`src/common/abn_pkg.sv`:
```
// shared constants and carriers for the card reader abnormal indicator block
// assumes a single 200 MHz clock and a plain register port
package abn_pkg;
	// register offsets (byte addresses)
	localparam logic [3:0] STATUS_OFS  = 4'h0;
	localparam logic [3:0] CONTROL_OFS = 4'h4;
	localparam logic [3:0] COUNT_OFS   = 4'h8;
	// status field positions
	localparam int ST_DATA_BIT  = 0;
	localparam int ST_FAULT_BIT = 1;
	localparam int ST_OVER_BIT  = 2;
	localparam int ST_INH_BIT   = 3;
	localparam int ST_ABN_BIT   = 4;
	localparam int ST_LAMP_LSB  = 5;
	// control reset value: program stacker 0
	localparam logic [1:0] CONTROL_RST = 2'h0;
	// stacker codes
	localparam logic [1:0] STACKER_0 = 2'h0;
	// memory accesses granted per card image
	localparam int ACCESSES_80 = 480;
	localparam int ACCESSES_90 = 288;
	localparam int COUNT_W     = 9;
	// synchroniser depth for pins
	localparam int SYNC_STAGES = 2;
	localparam int NUM_PINS    = 12;

	// transport and panel pins, all asynchronous to clk
	typedef struct packed {
		logic       online;
		logic       cards_in_path;
		logic       card_cycle;
		logic       card_at_rs1;
		logic       feed_jam;
		logic       stack_jam;
		logic       door_open;
		logic       stacker_full;
		logic       motor_button;
		logic       abnormal_clear_button;
		logic       read_error_button;
		logic       spare;
	} transport_pins_t;

	// events from the synchroniser's own memory and check logic, same clock
	typedef struct packed {
		logic mem_grant;
		logic image_done;
		logic data_addr_err;
		logic data_mod3_err;
		logic xfer_mod3_err;
		logic fs_addr_err;
		logic fs_mod3_err;
		logic logic_check_err;
		logic fs_done;
		logic fs_feed;
		logic io_function_instruction;
		logic standby_interlock;
	} sync_events_t;

	// panel lamps
	typedef struct packed {
		logic read_error;
		logic feed_jam;
		logic stack_jam;
		logic interlock;
		logic abnormal_clear;
		logic stack_full;
		logic no_card_lamp;
	} lamps_t;
	localparam int NUM_LAMPS = 7;
endpackage

```
`src/rtl/card_reader_abnormal_indicators.sv`:
```
// abnormal-condition indicators of the card reader synchronizer
// assumes pins are asynchronous, memory-side events share clk
//
// Chosen here: the strobed register port and the register offsets.
`timescale 1ns/1ps
`default_nettype none

// Overview of operation
// - fault only online with standby or cards
// - fault blocks memory until cleared thrice
// - oversight online with standby or cards, or on offline standby
// - oversight blocks memory until cleared thrice
// - stacker-section cards go to program stacker
// - stations 1-4 to stacker 0 at end
// - fault outranks data error and oversight
// - oversight outranks data error
// - hole count mismatch sets data error
// - data address error sets data error
// - wrong access count sets data error
// - transfer modulo-3 error sets data error
// - memory modulo-3 error sets data error
// - feed jam stops motor, sets fault
// - stacker jam stops motor, sets fault
// - specifier address error sets fault
// - specifier modulo-3 error sets fault
// - logic check failure sets fault
// - open door sets oversight and lamps
// - full stacker sets oversight
// - no card after feed sets oversight
// - motor press or offline standby: oversight
// - data error: standby fetch, then block
// - data error interrupt at next cycle
module card_reader_abnormal_indicators
	import abn_pkg::*;
#(
	parameter int COLUMNS = 80,
	parameter int HOLE_W  = 10
) (
	input  wire logic              clk,
	input  wire logic              rst_n,
	input  wire transport_pins_t   pins,
	input  wire sync_events_t      ev,
	input  wire logic [HOLE_W-1:0] holes_rs1,
	input  wire logic [HOLE_W-1:0] holes_rs2,
	input  wire logic              holes_valid,
	input  wire logic [3:0]        reg_addr,
	input  wire logic [31:0]       reg_wdata,
	input  wire logic              reg_we,
	input  wire logic              reg_re,
	output logic [31:0]            reg_rdata,
	output logic                   data_error_ind,
	output logic                   fault_ind,
	output logic                   oversight_ind,
	output logic                   mem_inhibit,
	output logic                   standby_fetch,
	output logic                   drive_motor,
	output logic [1:0]             stacker_section_route,
	output logic                   divert_to_stacker0,
	output lamps_t                 lamps
);

	// refuse column counts that have no access figure, and empty hole counts
	if ((COLUMNS != 80 && COLUMNS != 90) || HOLE_W < 1) begin : g_bad_params
		$error("COLUMNS must be 80 or 90 and HOLE_W at least 1");
	end

	localparam logic [COUNT_W-1:0] EXPECTED =
		(COLUMNS == 80) ? COUNT_W'(ACCESSES_80) : COUNT_W'(ACCESSES_90);

	// two-stage synchronisers for every pin
	logic [NUM_PINS-1:0] pin_meta_q;   // first stage, read only by stage two
	logic [NUM_PINS-1:0] pin_sync_q;   // safe for logic
	transport_pins_t     p;            // synchronised view
	transport_pins_t     p_prev_q;     // for edge detection

	genvar gi;
	generate
		for (gi = 0; gi < NUM_PINS; gi++) begin : g_sync
			// double flop per pin
			always_ff @(posedge clk or negedge rst_n) begin
				if (!rst_n) begin
					pin_meta_q[gi] <= 1'b0;
					pin_sync_q[gi] <= 1'b0;
				end else begin
					pin_meta_q[gi] <= pins[gi];
					pin_sync_q[gi] <= pin_meta_q[gi];
				end
			end
		end
	endgenerate

	assign p = transport_pins_t'(pin_sync_q);

	// previous synchronised pin values
	always_ff @(posedge clk or negedge rst_n) begin
		if (!rst_n) begin
			p_prev_q <= '0;
		end else begin
			p_prev_q <= p;
		end
	end

	// rising edges of synchronised pins
	logic cycle_start;      // new card cycle begins
	logic motor_press;      // motor button pressed
	logic abn_press;        // abnormal clear pressed
	logic rderr_press;      // read error button-light pressed
	assign cycle_start = p.card_cycle & ~p_prev_q.card_cycle;
	assign motor_press = p.motor_button & ~p_prev_q.motor_button;
	assign abn_press   = p.abnormal_clear_button & ~p_prev_q.abnormal_clear_button;
	assign rderr_press = p.read_error_button & ~p_prev_q.read_error_button;

	// qualifying state: online and standby set or cards in path
	logic qualified;
	logic operating;
	assign operating = ev.standby_interlock | p.cards_in_path;
	assign qualified = p.online & operating;

	// raw condition detection
	logic hole_mismatch;    // check-read error
	logic access_bad;       // access count error
	logic fault_cond;       // any fault source
	logic over_cond;        // any oversight source
	logic data_cond;        // any data error source
	logic no_card;          // empty magazine after feed
	logic offline_standby;  // standby set while offline
	logic [COUNT_W-1:0] access_cnt_q;

	assign hole_mismatch = holes_valid & (holes_rs1 != holes_rs2);
	assign access_bad = ev.image_done &
		((access_cnt_q + COUNT_W'(ev.mem_grant)) != EXPECTED);
	assign no_card = ev.fs_done & ev.fs_feed & ~p.card_at_rs1;
	assign offline_standby = ev.io_function_instruction & ~p.online;

	assign data_cond = hole_mismatch | access_bad | ev.data_addr_err |
		ev.xfer_mod3_err | ev.data_mod3_err;

	assign fault_cond = qualified & (p.feed_jam | p.stack_jam | ev.fs_addr_err |
		ev.fs_mod3_err | ev.logic_check_err);

	assign over_cond = (qualified & (p.door_open | p.stacker_full | no_card |
		motor_press)) | offline_standby;

	// accesses granted for the current image
	always_ff @(posedge clk or negedge rst_n) begin
		if (!rst_n) begin
			access_cnt_q <= '0;
		end else if (ev.image_done) begin
			access_cnt_q <= '0;
		end else if (ev.mem_grant) begin
			access_cnt_q <= access_cnt_q + COUNT_W'(1);
		end
	end

	// per card cycle bookkeeping
	logic fault_seen_q;     // fault already this cycle
	logic over_seen_q;      // oversight already this cycle
	logic data_pend_q;      // data error waiting for next cycle
	logic data_commit;      // data error raised now

	// data error held to next cycle start
	assign data_commit = cycle_start & data_pend_q & ~fault_seen_q &
		~over_seen_q & ~fault_cond & ~over_cond;

	// cycle flags restart at each cycle boundary
	always_ff @(posedge clk or negedge rst_n) begin
		if (!rst_n) begin
			fault_seen_q <= 1'b0;
			over_seen_q  <= 1'b0;
			data_pend_q  <= 1'b0;
		end else if (cycle_start) begin
			fault_seen_q <= fault_cond;
			over_seen_q  <= over_cond;
			data_pend_q  <= data_cond;
		end else begin
			fault_seen_q <= fault_seen_q | fault_cond;
			over_seen_q  <= over_seen_q | over_cond;
			data_pend_q  <= data_pend_q | data_cond;
		end
	end

	// software clears, write one to clear
	logic status_wr;
	logic clr_data;
	logic clr_fault;
	logic clr_over;
	assign status_wr = reg_we & (reg_addr == STATUS_OFS);
	assign clr_data  = status_wr & reg_wdata[ST_DATA_BIT];
	assign clr_fault = status_wr & reg_wdata[ST_FAULT_BIT];
	assign clr_over  = status_wr & reg_wdata[ST_OVER_BIT];

	// indicators; set beats a same-cycle clear
	logic data_q;
	logic fault_q;
	logic over_q;
	logic over_set;
	// oversight loses to a fault in the same cycle
	assign over_set = over_cond & ~fault_cond & ~fault_seen_q;

	always_ff @(posedge clk or negedge rst_n) begin
		if (!rst_n) begin
			data_q  <= 1'b0;
			fault_q <= 1'b0;
			over_q  <= 1'b0;
		end else begin
			// fault set at once, clears an oversight set this cycle
			if (fault_cond) begin
				fault_q <= 1'b1;
			end else if (clr_fault) begin
				fault_q <= 1'b0;
			end
			if (over_set) begin
				over_q <= 1'b1;
			end else if (clr_over || (fault_cond && over_seen_q && !cycle_start)) begin
				over_q <= 1'b0;
			end
			if (data_commit) begin
				data_q <= 1'b1;
			end else if (clr_data) begin
				data_q <= 1'b0;
			end
		end
	end

	// abnormal latch: waits for correction plus abnormal clear
	logic abn_q;
	logic cond_gone;
	assign cond_gone = ~(p.feed_jam | p.stack_jam | p.door_open | p.stacker_full);

	always_ff @(posedge clk or negedge rst_n) begin
		if (!rst_n) begin
			abn_q <= 1'b0;
		end else if (fault_cond || over_set) begin
			abn_q <= 1'b1;
		end else if (abn_press && cond_gone) begin
			abn_q <= 1'b0;
		end
	end

	// one standby fetch after a data error
	always_ff @(posedge clk or negedge rst_n) begin
		if (!rst_n) begin
			standby_fetch <= 1'b0;
		end else begin
			standby_fetch <= data_commit;
		end
	end

	// memory blocked until all three are done
	always_ff @(posedge clk or negedge rst_n) begin
		if (!rst_n) begin
			mem_inhibit <= 1'b0;
		end else begin
			mem_inhibit <= fault_q | over_q | abn_q | fault_cond | over_set |
				(data_q & ~standby_fetch);
		end
	end

	// drive motor: started by the button, stopped by jams
	always_ff @(posedge clk or negedge rst_n) begin
		if (!rst_n) begin
			drive_motor <= 1'b0;
		end else if (p.feed_jam || p.stack_jam) begin
			drive_motor <= 1'b0;
		end else if (motor_press && !drive_motor) begin
			drive_motor <= 1'b1;
		end
	end

	// lamps latch; all but read error go out on abnormal clear once corrected
	lamps_t lamps_q;
	always_ff @(posedge clk or negedge rst_n) begin
		if (!rst_n) begin
			lamps_q <= '0;
		end else begin
			// read error lamp; its own button clears it
			if (hole_mismatch || access_bad) begin
				lamps_q.read_error <= 1'b1;
			end else if (rderr_press) begin
				lamps_q.read_error <= 1'b0;
			end
			if (fault_cond && p.feed_jam) begin
				lamps_q.feed_jam <= 1'b1;
			end else if (abn_press && cond_gone) begin
				lamps_q.feed_jam <= 1'b0;
			end
			if (fault_cond && p.stack_jam) begin
				lamps_q.stack_jam <= 1'b1;
			end else if (abn_press && cond_gone) begin
				lamps_q.stack_jam <= 1'b0;
			end
			if (over_cond && p.door_open) begin
				lamps_q.interlock <= 1'b1;
			end else if (abn_press && cond_gone) begin
				lamps_q.interlock <= 1'b0;
			end
			if (fault_cond || over_set) begin
				lamps_q.abnormal_clear <= 1'b1;
			end else if (abn_press && cond_gone) begin
				lamps_q.abnormal_clear <= 1'b0;
			end
			if (over_cond && p.stacker_full) begin
				lamps_q.stack_full <= 1'b1;
			end else if (abn_press && cond_gone) begin
				lamps_q.stack_full <= 1'b0;
			end
			if (over_cond && no_card) begin
				lamps_q.no_card_lamp <= 1'b1;
			end else if (abn_press && cond_gone) begin
				lamps_q.no_card_lamp <= 1'b0;
			end
		end
	end
	assign lamps = lamps_q;

	// program stacker selection, software written
	logic [1:0] control_q;
	always_ff @(posedge clk or negedge rst_n) begin
		if (!rst_n) begin
			control_q <= CONTROL_RST;
		end else if (reg_we && reg_addr == CONTROL_OFS) begin
			control_q <= reg_wdata[1:0];
		end
	end

	// stacker section follows the program choice
	always_ff @(posedge clk or negedge rst_n) begin
		if (!rst_n) begin
			stacker_section_route <= STACKER_0;
		end else begin
			stacker_section_route <= control_q;
		end
	end

	// interrupt pending until the current specifier ends
	logic intr_pend_q;
	always_ff @(posedge clk or negedge rst_n) begin
		if (!rst_n) begin
			intr_pend_q        <= 1'b0;
			divert_to_stacker0 <= 1'b0;
		end else begin
			// stations 1-4 to stacker 0 at specifier end
			divert_to_stacker0 <= ev.fs_done & (intr_pend_q | fault_cond | over_set);
			if (fault_cond || over_set) begin
				intr_pend_q <= ~ev.fs_done;
			end else if (ev.fs_done) begin
				intr_pend_q <= 1'b0;
			end
		end
	end

	// register read, data one cycle after the strobe
	logic [31:0] status_word;
	always_comb begin
		status_word = '0;
		status_word[ST_DATA_BIT]  = data_q;
		status_word[ST_FAULT_BIT] = fault_q;
		status_word[ST_OVER_BIT]  = over_q;
		status_word[ST_INH_BIT]   = mem_inhibit;
		status_word[ST_ABN_BIT]   = abn_q;
		status_word[ST_LAMP_LSB +: NUM_LAMPS] = lamps_q;
	end

	// unmapped offsets read zero
	always_ff @(posedge clk or negedge rst_n) begin
		if (!rst_n) begin
			reg_rdata <= '0;
		end else if (reg_re) begin
			unique case (reg_addr)
				STATUS_OFS:  reg_rdata <= status_word;
				CONTROL_OFS: reg_rdata <= {30'h0, control_q};
				COUNT_OFS:   reg_rdata <= {{(32-COUNT_W){1'b0}}, access_cnt_q};
				default:     reg_rdata <= '0;
			endcase
		end else begin
			reg_rdata <= '0;
		end
	end

	assign data_error_ind = data_q;
	assign fault_ind      = fault_q;
	assign oversight_ind  = over_q;

endmodule

`default_nettype wire

```
`config.mk`:
```
export PLATFORM = sky130hd
export DESIGN_NAME = card_reader_abnormal_indicators
export DESIGN_NICKNAME = d
export VERILOG_FILES = /design/src/common/abn_pkg.sv /design/src/rtl/card_reader_abnormal_indicators.sv
export SDC_FILE = /design/constraint.sdc
export NUM_CORES = 1
export LEC_CHECK = 0
export ABC_AREA = 0
export BUFFER_PORTS_ARGS = -buffer_cell sky130_fd_sc_hd__buf_2
export CORE_MARGIN = 5
export CORE_UTILIZATION = 46
export CTS_CLUSTER_DIAMETER = 30
export DETAILED_ROUTE_END_ITERATION = 12
export MAX_ROUTING_LAYER = met4
export PLACE_DENSITY = 0.82
export SYNTH_ARGS = -nofsm -noshare
export SYNTH_HDL_FRONTEND = slang
export SYNTH_SLANG_ARGS = --single-unit
```
`constraint.sdc`:
```
create_clock -name clk -period 2.1 [get_ports clk]
set_input_delay 0 -clock clk [delete_from_list [all_inputs] [get_ports clk]]
set_output_delay 0 -clock clk [all_outputs]
set_load 0.01 [all_outputs]
```
==> results of run 1 <==
-- power by group --
group	internal, W	leakage, nW	switching, W
Sequential	0.00140	0.833	0.0000479
Clock	0.000542	0.0875	0.000434
Combinational	0.000151	0.854	0.000173
Total	0.00210	1.77	0.000655
-- final timing paths --
| path | to | slack (ps) | cells past startpoint |
|---|---|---|---|
| min reg2reg | p[8] | 340 | 0 |
| max | data_pend_q | 210 | 4 |
| max in group asynchronous | access_cnt_q[0] | 1130 | 3 |
| min | reg_rdata[1] | 40 | 4 |
| max reg2reg | data_pend_q | 210 | 4 |
| min in group asynchronous | reg_rdata[5] | 260 | 2 |
-- critical path: stages (launching register included) --
cell           delay, ps
dfrtp_1              350
or2b_2               340
a2111oi_0            380
dlygate4sd3_1        600
nand3_1               80
-- registers in the layout, indices dropped and copies added (netlist names), 2 cells and up --
signal	count
p_prev_q	4
access_cnt_q	9
pin_meta_q	11
lamps	7
control_q	2
stacker_section_route	2
p	11
reg_rdata	12
-- cell type report --
type,count,area [um2],area share (%)
Timing Repair Buffer,107,656,18.0
Multi-Input combinational cell,162,973,26.7
Clock buffer,13,139,3.81
Sequential cell,69,1730,47.4
Inverter,6,22.5,0.618
Tap cell,75,93.8,2.57
Clock inverter,2,35.0,0.961
-- kinds of logic after synthesis --
group,after synthesis,share of synthesized area [%]
AOI/OAI and AO/OA,41,9.83
xor gates and xnor gates,15,4.61
adders and majority gates,3,1.32
buffers and inverters,32,7.81
DFF,69,60.6
muxes,8,2.81
other,1,0.132
and+or+nand+nor,75,12.9
-- metrics by stage --
step | hold slack [ps] | power (W)
after global placement | 70.4 | 0.00176
final | 35.9 | 0.00275
after CTS | 26.7 | 0.00278
after global routing | 45.5 | 0.00289
after floorplan | -296 | 0.00165
after detailed placement | 77.9 | 0.00177
-- layer usage --
| metal | GRT usage, % | vias to the layer above |
|---|---|---|
| met3 | 6.33 | 15 |
| li1 | - | 1021 |
| met5 | - | - |
| met1 | 18.5 | 995 |
| met4 | 5.49 | 0 |
| met2 | 28.1 | 80 |
-- cells in the mapped netlist, types with 3 or more instances --
cell type and count:
mux2i_1 8, o21ai_0 11, ha_1 3, or3_1 3, nand3b_1 3, nor2_1 23
nand2b_1 3, nor3_1 4, inv_1 6, xnor2_1 10, a22o_1 4, nand3_1 3
dfrtp_1 69, and2_1 3, nand2_1 19, a31oi_1 3, xor2_1 5, nand4_1 5
a21oi_1 9, buf_4 22
-- what timing repair did --
action                                 4_1_cts  5_1_grt
setup endpoints to repair                    0        0
endpoints found under the hold margin       60        0
hold buffers                                23        0
==> flow_summary.ini, run 1 <==
[clocking]
cts_tree = yes
clk_path_buf_depth = 2
cts-root-buf = clkbuf_8
cts_sinks = 69
cts.reportedPaths.clkPinSlew_ps = 70
htree_levels = 3
clkLatencyLatePin_ps = 340
cts_made_buffers = 9
post_cts_resized = 0
postCtsSetupRepairBufs = 0

[synth]
ys_ff_latch = 69
ys_seq_area_share_pct = 60.6
synth_area_leaders = dfrtp_1 (61%), buf_4 (5.8%), xnor2_1 (3.1%)
ys.flop_type = dfrtp_1
synth_area_mm2 = 0.00285
syn_inst = 244
synth_top_area_share_pct = 60.6
async_flop_share_pct = 100
yosysUniqueCellTypes = 45
synth_edf_count = 0
ys_warn_count = 0
post_synth.cell_area_avg_um2 = 11.7
synth_top_area_cell = dfrtp_1

[final_layout]
nFillCells = 490
drive_gt1_share_pct = 27.6
finalNonFillerCells = 434
nets = 443
layout_commonest_cell = buf_2
postLayoutCellArea_mm2 = 0.00365
final_cell_mix = buf_2 (82), dfrtp_1 (69), nor2_1 (23), dlygate4sd3_1 (23), conb_1 (20)
syn_to_final_growth_pct = 27.9
fin_util_pct = 60.9
n_antenna_cell = 0

[floorplan]
core_mm2 = 0.00599
start_util_pct = 47.6
io_pins = 133
core.rowCount = 28
die-area_mm2 = 0.00787
die_h_um = 88.7
die-width_um = 88.7

[grt]
antenna_found_initial = 0
grt_pass1_vias = 2126
grtUsageTotal_pct = 16.8
grt_pass1_wl_mm = 9.65
grt-ovfl-total = 0
grt_max_degree = 33

[place]
place_hpwl_mm = 4.39
placed_area_mm2 = 0.00324
port_buffers = 82
globalplace.congestion = 0.909
preCtsSetupSlack_ps = 325
dp.cells = 396

[min_path]
min_from = reg_addr[2]
hold_path.class = in2reg

[route]
drt_iter0_drc = 68
wirelength_mm = 6.03
dr_wl_met2_mm = 3.10
dr.pass1.iters = 4
dr_total_vias = 2111
drc = 0
routedWlPerCell_um = 13.9
viasPerCell = 4.86
drt-met1-wl_mm = 2.34
wl_met3_um = 460
dr.max_layer_used = met4
ant_nets = 0

[run]
drv_cap = 0

[timing]
finClkSkew_ps = 8.42
clock.fmax_mhz = 529
rsz0062_at_grt = false
slew_headroom_pct = 53.7
finalCritPeriodShare_pct = 90.0
fin_ws_ps = 211
hold_violations = 0
fin_crit_ps = 1890
tns_ps = 0
final-setup-viol-count = 0
drv_slew = 0
tightestPinTransition_ps = 695

[outcome]
status = finished clean

[critical_path]
cp-end-kind = flip-flop
start_kind = flip-flop
crit_path_start = p_prev_q[9]
worstPathRequired_ps = 2300
crit_path_max_fanout = 5
worstPathArrival_ps = 2090
crit_type = reg2reg
r2r_start = p_prev_q[9]

[pwr]
power_density_mw_per_mm2 = 755
leakage_nw = 1.77
ir_worst_vdd_uv = 536
No activity file was read; power rests on OpenSTA's default activity.
==> inputs of run 2 (changes only) <==
- CELL_PAD_IN_SITES_DETAIL_PLACEMENT: not set -> 2
- CELL_PAD_IN_SITES_GLOBAL_PLACEMENT: not set -> 2
- CORE_UTILIZATION: 46 -> 28
- PLACE_DENSITY: 0.82 -> 0.83
==> run 2 against run 1 <==
Final cell count increased by 13%; clock skew down 2.5 ps; critical path depth did not move; cell area up 4.4%; hold slack got worse by 7.4 ps; non-clock buffer count decreased by 1; worst setup slack lost 70 ps; fmax down 3.6%.
==> flow_summary.ini, run 2 (synthesis gave the netlist of run 1 again) <==
[outcome]
status = finished clean

[final_layout]
syn_to_final_growth_pct = 33.5
layout_commonest_cell = buf_2
final_cell_mix = buf_2 (82), dfrtp_1 (69), nor2_1 (23)
n_antenna_cell = 0
largest_register_ffs = 12
drive_gt1_share_pct = 29.0
nFillCells = 1067
postLayoutCellArea_mm2 = 0.00381
nets = 442
largest_register = reg_rdata
fin_util_pct = 38.6
finalNonFillerCells = 492

[route]
ant_nets = 0
drc = 0
drt_iter0_drc = 28
dr_total_vias = 2210
wirelength_mm = 8.20
dr.pass1.iters = 4
routedWlPerCell_um = 16.7
viasPerCell = 4.49

[timing]
timing.hold.ws_ps = 28.5
clock.fmax_mhz = 510
rsz0062_at_grt = false
finalCritPeriodShare_pct = 93.3
hold_violations = 0
fin_crit_ps = 1960
final-setup-viol-count = 0
tns_ps = 0
slew_headroom_pct = 56.5
drv_slew = 0
finClkSkew_ps = 5.90
tightestPinTransition_ps = 652

[clocking]
cts_tree = yes
postCtsSetupRepairBufs = 0
cts-root-buf = clkbuf_8
cts_made_buffers = 9
cts_sinks = 69
cts.reportedPaths.clkPinSlew_ps = 70
htree_levels = 3
clkLatencyLatePin_ps = 350
clk_path_buf_depth = 2

[critical_path]
cp_num_buf_inv = 1
worstPathArrival_ps = 2160
critPathMaxStageDelay_ps = 610
start_kind = flip-flop
path_cells = or2b_2, a2111oi_0, dlygate4sd3_1, nand3_1
crit_type = reg2reg
crit_path_max_fanout = 5
cp_slowest_cell = dlygate4sd3_1
worstPathRequired_ps = 2300
crit_family = buffers and inverters
cp-end-kind = flip-flop

[place]
port_buffers = 82
place_hpwl_mm = 5.94
placed_area_mm2 = 0.00331
dp.cells = 454
globalplace.congestion = 0.777

[grt]
grt_pass1_wl_mm = 13.1
antenna_found_initial = 0
grt-ovfl-total = 0
grt_max_degree = 32
grtUsageTotal_pct = 13.9
grt_pass1_vias = 2579

[floorplan]
die_h_um = 111
start_util_pct = 28.9
io_pins = 133
die-area_mm2 = 0.0123
core_mm2 = 0.00986
core.rowCount = 36
die-width_um = 111

[min_path]
hold_path.class = in2reg

[run]
drv_cap = 0

[pwr]
leakage_nw = 1.82
ir_worst_vdd_uv = 403
power_density_mw_per_mm2 = 854
==> run 2: repair_timing <==
action,4_1_cts,5_1_grt
endpoints found under the setup margin,0,0
resized for setup,0,0
hold buffers,22,0
endpoints found under the hold margin,58,0
==> run 2: tightest hold or removal path: cells and delay by family <==
family	cells	cell delay, ps
compound gates	1	100
buf+inv	1	100
simple gates	1	130
==> run 2: final timing paths <==
kind                              endpoint  slack, ps           from  cells past startpoint
min reg2reg                           p[4]        360  pin_meta_q[4]                      0
max reg2reg                    data_pend_q        140    p_prev_q[9]                      4
min                               lamps[0]         30          ev[2]                      3
max in group asynchronous  access_cnt_q[4]       1150          rst_n                      3
max                            data_pend_q        140    p_prev_q[9]                      4
min in group asynchronous    pin_meta_q[1]        200          rst_n                      2
==> run 2: metal layers <==
layer	global-route usage (%)	routed length [um]	part of all wire [%]	vias up
li1	-	-	-	1013
met1	14.7	3180	39	1116
met2	25.5	4550	55	70
met3	3.44	370	4.5	11
met4	4.19	104	1.3	0
met5	-	0	0	-
==> run 2: metrics by stage <==
stage               setup slack [ps]  power [W]
global route                    5.99    0.00340
global placement                 354    0.00177
floorplan                        510    0.00165
finish                           141    0.00325
CTS                              194    0.00330
detailed placement               320    0.00179
==> run 2: final cells by class <==
type	instances	area, um2	share of cell area [%]
Timing Repair Buffer	106	646	17.0
Multi-Input combinational cell	162	973	25.6
Inverter	6	22.5	0.592
Clock buffer	10	138	3.62
Sequential cell	69	1730	45.4
Clock inverter	6	134	3.52
Tap cell	133	166	4.37
==> run 2: power breakdown <==
group	internal, W	switching (W)
registers	0.00140	0.0000535
logic	0.000150	0.000185
clock network	0.000941	0.000516
total	0.00249	0.000754
==> inputs of run 3 (changes only) <==
- RECOVER_POWER: not set -> 100
==> run 3 against run 2 <==
Combinational power is 3% lower; sequential power is essentially flat; first-iteration DRC count rose by 21%; the run now ends with max-capacitance violations, max-slew violations left; critical path type unchanged.
==> flow_summary.ini, run 3 (synthesis gave the netlist of run 1 again) <==
[timing]
hold_violations = 0
tightestPinTransition_ps = 1570
final-setup-viol-count = 0
fin_crit_ps = 1960
drv_slew = 32
fin_ws_ps = 144
rsz0062_at_grt = false
slew_headroom_pct = -4.71
finalCritPeriodShare_pct = 93.2
clock.fmax_mhz = 511
finClkSkew_ps = 4.86
tns_ps = 0

[pwr]
pwr-share-clk_pct = 45.0
internal_power_w = 0.00249
switchingPower_w = 0.000755
seq_power_share_pct = 45.0
combPwrFrac_pct = 10.0
power_density_mw_per_mm2 = 862
leakage_nw = 1.72
ir_worst_vdd_uv = 402
swShare_pct = 23.3

[critical_path]
cp_num_buf_inv = 1
crit_path_max_fanout = 5
cp_slowest_cell = dlygate4sd3_1
reg2reg_depth = 4
critPathMaxStageDelay_ps = 610
crit_type = reg2reg
cp-end-kind = flip-flop
rr_endpoint = data_pend_q
r2r_start = p_prev_q[9]
worstPathRequired_ps = 2300
path_cells = or2b_2, a2111oi_0, dlygate4sd3_1, nand3_1
worstPathArrival_ps = 2160
crit_family = buffers and inverters
start_kind = flip-flop
rrSetupSlack_ps = 140

[grt]
grt_pass1_wl_mm = 13.1
grt_pass1_vias = 2579
grt-ovfl-total = 0
grtUsageTotal_pct = 13.9
grt_max_degree = 32
antenna_found_initial = 0

[route]
viasPerCell = 4.49
wirelength_mm = 8.22
dr_total_vias = 2207
dr_wl_met2_mm = 4.58
wl_met3_um = 345
dr.max_layer_used = met4
ant_nets = 0
drc = 0
dr.pass1.iters = 4
routedWlPerCell_um = 16.7
drt_iter0_drc = 34
drt-met1-wl_mm = 3.19

[clocking]
clkLatencyLatePin_ps = 340
postCtsSetupRepairBufs = 0
htree_levels = 3
clk_path_buf_depth = 2
cts_made_buffers = 9
cts_sinks = 69
cts-root-buf = clkbuf_8
cts.reportedPaths.clkPinSlew_ps = 70
post_cts_resized = 0
ctsHoldBuffers = 22
cts_tree = yes

[final_layout]
layout_commonest_cell = dfrtp_1
drive_gt1_share_pct = 19.8
largest_register = reg_rdata
nets = 442
n_antenna_cell = 0
largest_register_ffs = 12
final_cell_mix = dfrtp_1 (69), buf_2 (50), clkbuf_1 (32)
nFillCells = 1080
syn_to_final_growth_pct = 31.9

[min_path]
holdPathEnd = access_cnt_q[0]
min_path_cells = 3
min_from = ev[11]
hold_path.class = in2reg

[place]
preCtsSetupSlack_ps = 320
port_buffers = 82
globalplace.congestion = 0.777
place_hpwl_mm = 5.94

[floorplan]
die-width_um = 111
die-area_mm2 = 0.0123
die_h_um = 111
start_util_pct = 28.9
io_pins = 133
core_mm2 = 0.00986
core.rowCount = 36

[outcome]
status = finished, violations left
violations = max-capacitance violations, max-slew violations

[run]
drv_cap = 1
==> run 3: cell types whose count changed in the layout (fill, tap and decap cells not counted) <==
cell / before / now
and2_0: 0 / 3
clkbuf_1: 0 / 32
o21ai_0: 11 / 12
o2111ai_2: 1 / 0
buf_2: 82 / 50
o21ai_1: 1 / 0
o2111ai_1: 1 / 2
and2_1: 3 / 0
==> run 3: worst reg2reg max path, cell delays in order, from the launching register on <==
cell and delay (ps):
dfrtp_1 370, or2b_2 350, a2111oi_0 410, dlygate4sd3_1 610
nand3_1 80
==> run 3: area by class of cell <==
class	instances	area (um2)	area share [%]
Sequential cell	69	1730	45.9
Multi-Input combinational cell	162	967	25.7
Timing Repair Buffer	106	606	16.1
Tap cell	133	166	4.43
Clock buffer	10	138	3.66
Clock inverter	6	134	3.56
Inverter	6	22.5	0.599
==> run 3: worst max path at each step <==
| stage | start | end | slack (ps) | depth (start not counted) |
|---|---|---|---|---|
| after floorplan | access_cnt_q[0] | data_pend_q | 510 | 6 |
| after global placement | access_cnt_q[0] | lamps[6] | 350 | 6 |
| after detailed placement | access_cnt_q[0] | data_pend_q | 320 | 6 |
| after CTS | p_prev_q[9] | data_pend_q | 190 | 4 |
| after global routing | p[9] | data_pend_q | 6 | 4 |
| final | p_prev_q[9] | data_pend_q | 140 | 4 |
==> run 3: per-layer routing <==
| metal | vias to the layer above | GRT usage, % |
|---|---|---|
| met5 | - | - |
| met1 | 1120 | 14.7 |
| met2 | 63 | 25.5 |
| met4 | 0 | 4.19 |
| met3 | 11 | 3.44 |
| li1 | 1013 | - |
==> run 3: power groups by stage <==
stage / Clock, W / Combinational [W] / Sequential, W
after floorplan: 0 / 0.000165 / 0.00148
after global placement: 0 / 0.000291 / 0.00148
after detailed placement: 0 / 0.000307 / 0.00148
after CTS: 0.00150 / 0.000340 / 0.00146
after global routing: 0.00156 / 0.000363 / 0.00147
final: 0.00146 / 0.000326 / 0.00146
==> run 3: through the flow <==
step                      instances  total power, W  hold slack, ps  area (um2)  util [%]
after global routing            492         0.00339            23.6        3760      38.1
after detailed placement        454         0.00179            64.1        3310      33.6
after floorplan                 263         0.00165            -296        2920         -
after global placement          454         0.00177            51.9        3310      33.6
final                           492         0.00324            26.2        3760      38.1
after CTS                       492         0.00330            7.46        3810      38.6
